[src/design/aei_pkg.sv]
package aei_pkg;

  // ----------------------------------------------------------------
  // Widths
  // ----------------------------------------------------------------
  localparam int AXES   = 3;
  localparam int ACC_W  = 14;
  localparam int REG_AW = 8;
  localparam int REG_DW = 8;

  // ----------------------------------------------------------------
  // Register offsets
  // ----------------------------------------------------------------
  localparam logic [7:0] OFS_CTRL      = 8'h00;
  localparam logic [7:0] OFS_LOW_TH    = 8'h01;
  localparam logic [7:0] OFS_LOW_DUR   = 8'h02;
  localparam logic [7:0] OFS_LOW_HYST  = 8'h03;
  localparam logic [7:0] OFS_HIGH_TH   = 8'h04;
  localparam logic [7:0] OFS_HIGH_DUR  = 8'h05;
  localparam logic [7:0] OFS_HIGH_HYST = 8'h06;
  localparam logic [7:0] OFS_SLOPE_TH  = 8'h07;
  localparam logic [7:0] OFS_TAP_WIN   = 8'h08;
  localparam logic [7:0] OFS_TEMP_OFS  = 8'h09;
  localparam logic [7:0] OFS_TEMP      = 8'h0A;
  localparam logic [7:0] OFS_STATUS    = 8'h0B;
  localparam logic [7:0] OFS_MASK      = 8'h0C;
  localparam logic [7:0] OFS_LEVEL     = 8'h0D;
  localparam logic [7:0] OFS_ACC_BASE  = 8'h0E;
  localparam logic [7:0] OFS_ACC_LAST  = 8'h13;

  // ----------------------------------------------------------------
  // Control bit positions
  // ----------------------------------------------------------------
  localparam int CB_LOW_EN   = 0;
  localparam int CB_HIGH_EN  = 1;
  localparam int CB_SLOPE_EN = 2;
  localparam int CB_TAP_EN   = 3;
  localparam int CB_DRDY_EN  = 4;
  localparam int CB_ALERT    = 5;
  localparam int CB_LATCH    = 6;
  localparam int CB_INT_RST  = 7;

  // Status and mask bit positions
  localparam int SB_LOW   = 0;
  localparam int SB_HIGH  = 1;
  localparam int SB_SLOPE = 2;
  localparam int SB_TAP   = 3;
  localparam int SB_DRDY  = 4;
  localparam int SB_W     = 5;

  // ----------------------------------------------------------------
  // Reset values
  // ----------------------------------------------------------------
  localparam logic [7:0] RST_CTRL  = 8'h00;
  localparam logic [7:0] RST_TH    = 8'h00;
  localparam logic [7:0] RST_MASK  = 8'h00;
  localparam logic [7:0] RST_DUR   = 8'h01;
  localparam logic [7:0] RST_WIN   = 8'h10;
  // Thresholds are scaled up by this shift to meet the sample magnitude
  localparam int TH_SHIFT = 5;

  // ----------------------------------------------------------------
  // Types
  // ----------------------------------------------------------------
  typedef struct packed {
    logic [AXES-1:0][ACC_W-1:0] axis;
  } aei_sample_s;

  typedef struct packed {
    logic [REG_AW-1:0] addr;
    logic [REG_DW-1:0] wdata;
    logic              wr;
    logic              rd;
  } aei_bus_s;

  typedef enum logic [1:0] {
    TAP_IDLE = 2'b00,
    TAP_WAIT = 2'b01,
    TAP_HOLD = 2'b10
  } aei_tap_e;

endpackage

[src/design/aei_axis.sv]
`timescale 1ns/100ps
module aei_axis
  import aei_pkg::*;
#(
  parameter int W = 14
) (
  // Clock and reset
  input  wire logic         clk,
  input  wire logic         rst,
  // Sample
  input  wire logic         valid,
  input  wire logic [W-1:0] sample,
  // Derived values
  output logic      [W-1:0] mag,
  output logic      [W:0]   slope
);
  logic [W-1:0] prev;
  logic [W:0]   diff;

  // Magnitude of a two's complement sample
  assign mag  = sample[W-1] ? W'(~sample + 1'b1) : sample;
  // One extra bit so the difference of two signed samples never wraps
  assign diff = {sample[W-1], sample} - {prev[W-1], prev};
  assign slope = diff[W] ? (W+1)'(~diff + 1'b1) : diff;

  always_ff @(posedge clk) begin
    if (rst) begin
      prev <= '0;
    end else if (valid) begin
      prev <= sample;
    end
  end
endmodule

[src/design/aei_dur.sv]
`timescale 1ns/100ps
module aei_dur
  import aei_pkg::*;
#(
  parameter int DW = 8
) (
  // Clock and reset
  input  wire logic          clk,
  input  wire logic          rst,
  // Settings
  input  wire logic          en,
  input  wire logic          latch,
  input  wire logic [DW-1:0] dur,
  // Per-sample conditions
  input  wire logic          valid,
  input  wire logic          cond,
  input  wire logic          early,
  input  wire logic          release_c,
  input  wire logic          clr,
  // Result
  output logic               active
);
  logic [DW-1:0] cnt;
  logic          run;

  // Alert mode lets motion start the countdown before the condition
  assign run = cond | early;

  always_ff @(posedge clk) begin
    if (rst || !en) begin
      cnt <= dur;
    end else if (valid) begin
      if (!run) begin
        cnt <= dur;
      end else if (cnt != '0) begin
        cnt <= cnt - 1'b1;
      end
    end
  end

  always_ff @(posedge clk) begin
    if (rst || !en) begin
      active <= 1'b0;
    end else if (active) begin
      if (latch ? clr : (valid && release_c)) begin
        active <= 1'b0;
      end
    end else if (valid && cond && (cnt <= DW'(1) || dur == '0)) begin
      active <= 1'b1;
    end
  end
endmodule

[src/design/aei_top.sv]
// Behaviour
// - Each temperature result is shown in an 8-bit register, shifted by a software offset.
// - The interrupt output rises on an enabled event whether or not the bus is busy.
// - Low-g is present only when the magnitude of every axis is below the low threshold.
// - The low-g interrupt rises only after low-g has held for a programmed number of samples.
// - A control bit enables low-g; it loads from the EEPROM image and a write changes it at once.
// - Low-g clears on master reset in latched mode, else when any axis leaves it by the hysteresis.
// - High-g has its own threshold, enable, duration and reset behaviour like low-g.
// - High-g and low-g interrupt conditions are ORed onto the interrupt output.
// - Any-motion raises an event when the sample-to-sample change passes a threshold.
// - Tap raises an interrupt when two slope events fall within a bounded window.
// - Alert mode lets motion start the low-g and high-g duration countdowns early.
// - Control and mask bits choose which sources drive the interrupt and how.
// - With data-ready enabled the interrupt rises after the last axis of each refresh.
// - Data-ready clears once the host has read the new acceleration data.
//
// Our own choices: the address map and strobed register access.
`timescale 1ns/100ps
module aei_top
#(
  parameter int DUR_W = 8
) (
  // Clock and reset
  input  wire logic              clk,
  input  wire logic              rst,
  // Filtered samples, pulse after the last axis is converted
  input  wire logic              sample_valid,
  input  wire aei_pkg::aei_sample_s sample,
  // Temperature conversion
  input  wire logic              temp_valid,
  input  wire logic [7:0]        temp_raw,
  // Non-volatile image load
  input  wire logic              ee_load,
  input  wire logic [7:0]        ee_ctrl,
  // Register port
  input  wire logic [7:0]        reg_addr,
  input  wire logic [7:0]        reg_wdata,
  input  wire logic              reg_wr,
  input  wire logic              reg_rd,
  output logic      [7:0]        reg_rdata,
  // Interrupt
  output logic                   int_out
);
  import aei_pkg::*;

  // ----------------------------------------------------------------
  // Register storage
  // ----------------------------------------------------------------
  logic [7:0]      ctrl;
  logic [7:0]      low_th;
  logic [7:0]      low_dur;
  logic [7:0]      low_hyst;
  logic [7:0]      high_th;
  logic [7:0]      high_dur;
  logic [7:0]      high_hyst;
  logic [7:0]      slope_th;
  logic [7:0]      tap_win;
  logic [7:0]      temp_ofs;
  logic [7:0]      temp_val;
  logic [SB_W-1:0] status;
  logic [SB_W-1:0] mask;
  aei_sample_s     acc_hold;

  aei_bus_s        bus;
  logic            int_clr;
  logic            wr_ctrl;
  logic            rd_status;
  logic            rd_acc_last;

  assign bus.addr  = reg_addr;
  assign bus.wdata = reg_wdata;
  assign bus.wr    = reg_wr;
  assign bus.rd    = reg_rd;

  assign wr_ctrl     = bus.wr && bus.addr == OFS_CTRL;
  // Master reset of latched interrupts is a self-clearing command bit
  assign int_clr     = wr_ctrl && bus.wdata[CB_INT_RST];
  assign rd_status   = bus.rd && bus.addr == OFS_STATUS;
  assign rd_acc_last = bus.rd && bus.addr == OFS_ACC_LAST;

  // ----------------------------------------------------------------
  // Control register and EEPROM image
  // ----------------------------------------------------------------
  always_ff @(posedge clk) begin
    if (rst) begin
      ctrl <= RST_CTRL;
    end else if (wr_ctrl) begin
      ctrl <= {1'b0, bus.wdata[CB_INT_RST-1:0]};
    end else if (ee_load) begin
      ctrl <= {1'b0, ee_ctrl[CB_INT_RST-1:0]};
    end
  end

  // ----------------------------------------------------------------
  // Threshold, duration and window registers
  // ----------------------------------------------------------------
  always_ff @(posedge clk) begin
    if (rst) begin
      low_th    <= RST_TH;
      low_dur   <= RST_DUR;
      low_hyst  <= RST_TH;
      high_th   <= RST_TH;
      high_dur  <= RST_DUR;
      high_hyst <= RST_TH;
      slope_th  <= RST_TH;
      tap_win   <= RST_WIN;
      temp_ofs  <= RST_TH;
      mask      <= RST_MASK[SB_W-1:0];
    end else if (bus.wr) begin
      case (bus.addr)
        OFS_LOW_TH:    low_th    <= bus.wdata;
        OFS_LOW_DUR:   low_dur   <= bus.wdata;
        OFS_LOW_HYST:  low_hyst  <= bus.wdata;
        OFS_HIGH_TH:   high_th   <= bus.wdata;
        OFS_HIGH_DUR:  high_dur  <= bus.wdata;
        OFS_HIGH_HYST: high_hyst <= bus.wdata;
        OFS_SLOPE_TH:  slope_th  <= bus.wdata;
        OFS_TAP_WIN:   tap_win   <= bus.wdata;
        OFS_TEMP_OFS:  temp_ofs  <= bus.wdata;
        OFS_MASK:      mask      <= bus.wdata[SB_W-1:0];
        default: ;
      endcase
    end
  end

  // ----------------------------------------------------------------
  // Temperature result
  // ----------------------------------------------------------------
  // Offset wraps modulo 256, software keeps the range it needs
  always_ff @(posedge clk) begin
    if (rst) begin
      temp_val <= RST_TH;
    end else if (temp_valid) begin
      temp_val <= temp_raw + temp_ofs;
    end
  end

  // Copy of the last sample, replaced on every sample_valid even between bytes of a read
  always_ff @(posedge clk) begin
    if (rst) begin
      acc_hold <= '0;
    end else if (sample_valid) begin
      acc_hold <= sample;
    end
  end

  // ----------------------------------------------------------------
  // Per-axis magnitude and slope
  // ----------------------------------------------------------------
  logic [AXES-1:0][ACC_W-1:0] mag;
  logic [AXES-1:0][ACC_W:0]   slope;
  logic [AXES-1:0]            ax_low;
  logic [AXES-1:0]            ax_low_out;
  logic [AXES-1:0]            ax_high;
  logic [AXES-1:0]            ax_high_out;
  logic [AXES-1:0]            ax_slope;

  logic [ACC_W-1:0] low_lim;
  logic [ACC_W-1:0] low_rel;
  logic [ACC_W-1:0] high_lim;
  logic [ACC_W-1:0] high_rel;
  logic [ACC_W:0]   slope_lim;
  logic [8:0]       low_sum;
  logic [8:0]       high_dif;

  assign low_sum   = {1'b0, low_th} + {1'b0, low_hyst};
  // Hysteresis larger than the high threshold saturates at zero
  assign high_dif  = (high_hyst > high_th) ? 9'h000 : {1'b0, high_th} - {1'b0, high_hyst};
  assign low_lim   = ACC_W'({low_th, TH_SHIFT'(0)});
  assign low_rel   = ACC_W'({low_sum, TH_SHIFT'(0)});
  assign high_lim  = ACC_W'({high_th, TH_SHIFT'(0)});
  assign high_rel  = ACC_W'({high_dif, TH_SHIFT'(0)});
  assign slope_lim = (ACC_W+1)'({slope_th, TH_SHIFT'(0)});

  for (genvar i = 0; i < AXES; i++) begin : g_axis
    aei_axis #(
      .W (ACC_W)
    ) u_axis (
      .clk (clk), .rst (rst), .valid (sample_valid),
      .sample (sample.axis[i]), .mag (mag[i]), .slope (slope[i])
    );
    assign ax_low[i]      = mag[i] < low_lim;
    assign ax_low_out[i]  = mag[i] >= low_rel;
    assign ax_high[i]     = mag[i] > high_lim;
    assign ax_high_out[i] = mag[i] < high_rel;
    assign ax_slope[i]    = slope[i] > slope_lim;
  end

  // ----------------------------------------------------------------
  // Global criteria
  // ----------------------------------------------------------------
  logic low_cond;
  logic low_release;
  logic high_cond;
  logic high_release;
  logic slope_cond;
  logic early;

  assign low_cond     = &ax_low;
  // Leaving low-g needs only one axis at or above threshold plus hysteresis
  assign low_release  = |ax_low_out;
  assign high_cond    = |ax_high;
  assign high_release = &ax_high_out;
  assign slope_cond   = ctrl[CB_SLOPE_EN] && (|ax_slope);
  assign early        = ctrl[CB_ALERT] && (|ax_slope);

  // ----------------------------------------------------------------
  // Duration and reset behaviour
  // ----------------------------------------------------------------
  logic low_active;
  logic high_active;

  aei_dur #(
    .DW (DUR_W)
  ) u_low (
    .clk (clk), .rst (rst), .latch (ctrl[CB_LATCH]), .dur (DUR_W'(low_dur)), .valid (sample_valid),
    .cond (low_cond), .early (early), .release_c (low_release), .clr (int_clr), .active (low_active),
    .en (ctrl[CB_LOW_EN])
  );
  aei_dur #(
    .DW (DUR_W)
  ) u_high (
    .clk (clk), .rst (rst), .latch (ctrl[CB_LATCH]), .dur (DUR_W'(high_dur)), .valid (sample_valid),
    .cond (high_cond), .early (early), .release_c (high_release), .clr (int_clr), .active (high_active),
    .en (ctrl[CB_HIGH_EN])
  );

  // ----------------------------------------------------------------
  // Slope event and double tap
  // ----------------------------------------------------------------
  logic       slope_prev;
  logic       slope_evt;
  logic       tap_evt;
  aei_tap_e   tap_st;
  logic [7:0] tap_cnt;

  // A slope event is the first sample of a burst over threshold
  assign slope_evt = sample_valid && slope_cond && !slope_prev;

  always_ff @(posedge clk) begin
    if (rst) begin
      slope_prev <= 1'b0;
    end else if (sample_valid) begin
      slope_prev <= slope_cond;
    end
  end

  always_ff @(posedge clk) begin
    if (rst || !ctrl[CB_TAP_EN]) begin
      tap_st  <= TAP_IDLE;
      tap_cnt <= '0;
      tap_evt <= 1'b0;
    end else begin
      tap_evt <= 1'b0;
      case (tap_st)
        TAP_IDLE: begin
          if (slope_evt) begin
            tap_st  <= TAP_WAIT;
            tap_cnt <= tap_win;
          end
        end
        TAP_WAIT: begin
          if (slope_evt) begin
            tap_evt <= 1'b1;
            tap_st  <= TAP_HOLD;
          end else if (sample_valid) begin
            if (tap_cnt <= 8'h01) begin
              tap_st <= TAP_IDLE;
            end else begin
              tap_cnt <= tap_cnt - 8'h01;
            end
          end
        end
        // Third slope of a burst does not chain a second tap
        TAP_HOLD: begin
          if (sample_valid && !slope_cond) begin
            tap_st <= TAP_IDLE;
          end
        end
        default: tap_st <= TAP_IDLE;
      endcase
    end
  end

  // ----------------------------------------------------------------
  // Sticky status, read clears, set wins
  // ----------------------------------------------------------------
  logic [SB_W-1:0] set_vec;
  logic [SB_W-1:0] next_status;

  assign set_vec[SB_LOW]   = low_active;
  assign set_vec[SB_HIGH]  = high_active;
  assign set_vec[SB_SLOPE] = slope_evt;
  assign set_vec[SB_TAP]   = tap_evt;
  assign set_vec[SB_DRDY]  = ctrl[CB_DRDY_EN] && sample_valid;

  always_comb begin
    next_status = status;
    if (rd_status) begin
      next_status = '0;
    end
    if (rd_acc_last) begin
      next_status[SB_DRDY] = 1'b0;
    end
    next_status = next_status | set_vec;
  end

  always_ff @(posedge clk) begin
    if (rst) begin
      status <= '0;
    end else begin
      status <= next_status;
    end
  end

  // Level output, independent of bus activity
  assign int_out = |(status & mask);

  // ----------------------------------------------------------------
  // Read path
  // ----------------------------------------------------------------
  logic [7:0] rd_mux;
  logic [7:0] acc_idx;
  logic [1:0] ax_sel;
  logic       hi_byte;

  assign acc_idx = bus.addr - OFS_ACC_BASE;
  assign ax_sel  = acc_idx[2:1];
  assign hi_byte = acc_idx[0];

  always_comb begin
    rd_mux = 8'h00;
    case (bus.addr)
      OFS_CTRL:      rd_mux = ctrl;
      OFS_LOW_TH:    rd_mux = low_th;
      OFS_LOW_DUR:   rd_mux = low_dur;
      OFS_LOW_HYST:  rd_mux = low_hyst;
      OFS_HIGH_TH:   rd_mux = high_th;
      OFS_HIGH_DUR:  rd_mux = high_dur;
      OFS_HIGH_HYST: rd_mux = high_hyst;
      OFS_SLOPE_TH:  rd_mux = slope_th;
      OFS_TAP_WIN:   rd_mux = tap_win;
      OFS_TEMP_OFS:  rd_mux = temp_ofs;
      OFS_TEMP:      rd_mux = temp_val;
      OFS_STATUS:    rd_mux = 8'(status);
      OFS_MASK:      rd_mux = 8'(mask);
      OFS_LEVEL:     rd_mux = {5'h00, slope_cond, high_active, low_active};
      default: begin
        if (bus.addr >= OFS_ACC_BASE && bus.addr <= OFS_ACC_LAST) begin
          // Little end first, upper two bits of the high byte read zero
          rd_mux = hi_byte ? 8'(acc_hold.axis[ax_sel][ACC_W-1:8])
                           : acc_hold.axis[ax_sel][7:0];
        end
      end
    endcase
  end

  always_ff @(posedge clk) begin
    if (rst) begin
      reg_rdata <= 8'h00;
    end else if (bus.rd) begin
      reg_rdata <= rd_mux;
    end
  end

endmodule

[config.mk]
export PLATFORM = sky130hd
export DESIGN_NAME = aei_top
export DESIGN_NICKNAME = d
export VERILOG_FILES = /design/src/design/aei_pkg.sv /design/src/design/aei_axis.sv /design/src/design/aei_dur.sv /design/src/design/aei_top.sv
export SDC_FILE = /design/constraint.sdc
export NUM_CORES = 1
export LEC_CHECK = 0
export BUFFER_PORTS_ARGS = -buffer_cell sky130_fd_sc_hd__buf_2
export CORE_MARGIN = 3
export CORE_UTILIZATION = 60
export DETAILED_ROUTE_END_ITERATION = 8
export PLACE_DENSITY = 0.91
export RECOVER_POWER = 100
export SYNTH_ARGS = -nofsm -noshare
export SYNTH_HDL_FRONTEND = slang
export SYNTH_SLANG_ARGS = --single-unit
[constraint.sdc]
create_clock -name clk -period 7 [get_ports clk]
set_clock_uncertainty 0.2 [all_clocks]
set_input_delay 1.05 -clock clk [delete_from_list [all_inputs] [get_ports clk]]
set_output_delay 1.05 -clock clk [all_outputs]
set_load 0.02 [all_outputs]
==> results.yml <==
logic_synthesis:
  synthTopCellsByCount: "nor2_1, ha_1, dfxtp_1"
  synth_seq_cells: 177
  syn_area_mm2: 0.0160
  synth.distinct_cells: 87
  yosys_warnings: 0
  synth_area_leaders: "dfxtp_1, ha_1, mux2i_1"
  ys_seq_area_share_pct: 23.2
  synth_top_area_cell: "dfxtp_1"
  synthDominantCellAreaShare_pct: 20.2
  syn-mean-instance-area_um2: 8.10
  syn_nets: 2255
  async_flop_share_pct: 0
  synth_most_common_cell: "nor2_1"
  synth_cells: 1971
  ys.flop_type: "dfxtp_1"
  synth_edf_count: 16
timing:
  relSlewSlack_pct: -107
  worst_pin_slew_ns: 3.11
  fmax_ghz: 0.152
  fin_tns_setup_ns: 0
  fin_crit_sh_pct: 93.8
  rsz0062_at_grt: "no"
  period_minus_slack_ns: 6.57
  finalSetupViolCount: 0
  finalHoldViolCount: 0
  slew_violations: 196
  setup_ws_ns: 0.435
floorplanning:
  coreArea_mm2: 0.0261
  die_h_um: 169
  rows: 59
  start_util_pct: 61.1
  io_pins: 90
  die_w_um: 169
  dieArea_mm2: 0.0286
flow_run:
  max_cap_viol_count: 3
place:
  dp_cells: 2333
  place_congestion: 0.998
  dp_hpwl_um: 37200
  pre_cts_ws_ns: 0.120
  port_buffers: 88
clock_tree:
  clk_latency_ns: 0.45
  cts_made_buffers: 17
  cts.sinks: 177
  clockRootBuffer: "clkbuf_16"
  postCtsHoldBufs: 0
  tritoncts: "yes"
  cts.clk_slew.worst_paths_ns: 0.07
  clock_path_buffers: 2
  cts_htree_levels: 4
grt:
  grt_pass1_vias: 15000
  grt-ovfl-total: 0
  grt_pass1_wl_um: 77200
  grt_max_degree: 84
  antenna_found_initial: 0
  track_usage_pct: 33.3
power_and_ir_drop:
  p_total_uw: 3030
  p_leak_uw: 0.00729
  ir_worst_vdd_uv: 134
  p_per_area_mw_per_mm2: 176
drt:
  drc: 0
  viasPerCell: 6.75
  vias: 16000
  dr.first_iter.drc_count: 2052
  dr.pass1.iters: 8
  ant_nets: 0
  wl_per_cell_um: 20.8
  wirelength_um: 49100
worst_setup_path:
  criticalPathCategory: "input port to register"
  r2r_setup_slack_ns: 0.86
  crit_arrival_ns: 6.70
  crit_path_end_kind: "register"
  crit_path_max_fanout: 7
  critical_path_required_ns: 7.14
  start_kind: "input port"
cells_and_area:
  syn_to_final_growth_pct: 7.98
  layout.nets: 2302
  fillers: 2069
  largest_reg_flops: 42
  multi_input_area_mm2: 0.0115
  regMostFlops: "g_axis.u_axis.prev"
  seq_area_mm2: 0.00370
  final_layout_size_suffix_gt1_share_pct: 8.42
  postLayoutCoreUtil_pct: 66.0
  fin_cells: 2366
  num_antenna_cells: 0
outcome:
  status: "complete, but fails checks"
  violations: "capacitance limit, slew limit"
hold_path:
  min-delay-path-class: "register to register"
power by group:
group | internal [uW] | leakage (uW) | switching [uW]
registers | 1050 | 0.00150 | 27.1
clock network | 516 | 0.000300 | 484
logic | 384 | 0.00550 | 574
cell usage in the layout (no fill, tap or decap), drive strengths merged, types with 35 or more instances in the layout:
master and n:
nor2 230, ha 197, dfxtp 161, nand2 138
mux2i 138, inv 128, a21oi 119, o21ai 99
buf 90, xnor2 65, nand3 58, xor2 38
nand2b 36, nor3 36, o21a 35, clkbuf 35
area by class of cell:
class	count	area share, %
clock inverters	15	1.10
multi-input cells	1593	66.6
repair buffers	108	3.24
inverters	121	2.63
clock buffers	17	2.47
flip-flops and latches	177	21.5
well taps	335	2.43
stage by stage:
| step | area, um2 | hold slack (ns) |
|---|---|---|
| 2_1_floorplan | 16000 | 0.213 |
| 3_3_place_gp | 16700 | 0.224 |
| 4_1_cts | 17300 | 0.249 |
| 6_report | 17200 | 0.251 |
| 3_5_place_dp | 16700 | 0.231 |
| 5_1_grt | 17200 | 0.305 |
metal layers:
metal | wire length (um) | share of wire [%] | vias up | GRT usage (%)
met1 | 18700 | 38 | 7461 | 41.9
met3 | 5160 | 11 | 239 | 7.01
met4 | 3270 | 6.6 | 0 | 17.9
met5 | 0 | 0 | - | 0
met2 | 22000 | 45 | 990 | 53.6
li1 | - | - | 7277 | -
critical path, stage by stage:
cell and delay, ns:
buf_2 0.10, inv_1 0.14, ha_1 0.21, inv_1 0.06
fa_1 0.47, a211oi_4 0.31, o211ai_1 0.17, a31oi_1 0.21
o311ai_1 0.16, a2111oi_2 0.43, a21oi_1 0.16, xnor2_1 0.16
ha_1 0.30, a21oi_1 0.14, a21oi_1 0.11, nor3_1 0.21
nand4_1 0.13, or4_1 0.49, a22oi_1 0.25, o211ai_1 0.26
o2111a_1 0.32, clkbuf_2 0.16, mux2_1 0.44, a32o_1 0.25
cells by family after synthesis:
family          count (synthesis)  share of synthesized area (%)
simple gates                  637                           19.0
compound gates                487                           20.7
fa+ha+maj                     203                           16.2
buf+inv                       201                           4.76
flops                         177                           23.2
mux                           163                           10.6
xor+xnor                      103                           5.65
path summary, 6_finish.rpt:
check                                start         end  depth (start not counted)
hold reg to reg                    tap_evt   status[3]                          2
setup reg to reg  g_axis[2].u_axis.prev[0]  tap_cnt[2]                         22
setup / recovery                sample[28]  tap_cnt[2]                         24
hold / removal                     tap_evt   status[3]                          2
timing repair:
item,in CTS,in global routing
setup buffers,0,1
hold endpoints to repair,0,0
setup endpoints to repair,0,13
resized for setup,0,2
No activity file was read; power rests on OpenSTA's default activity.
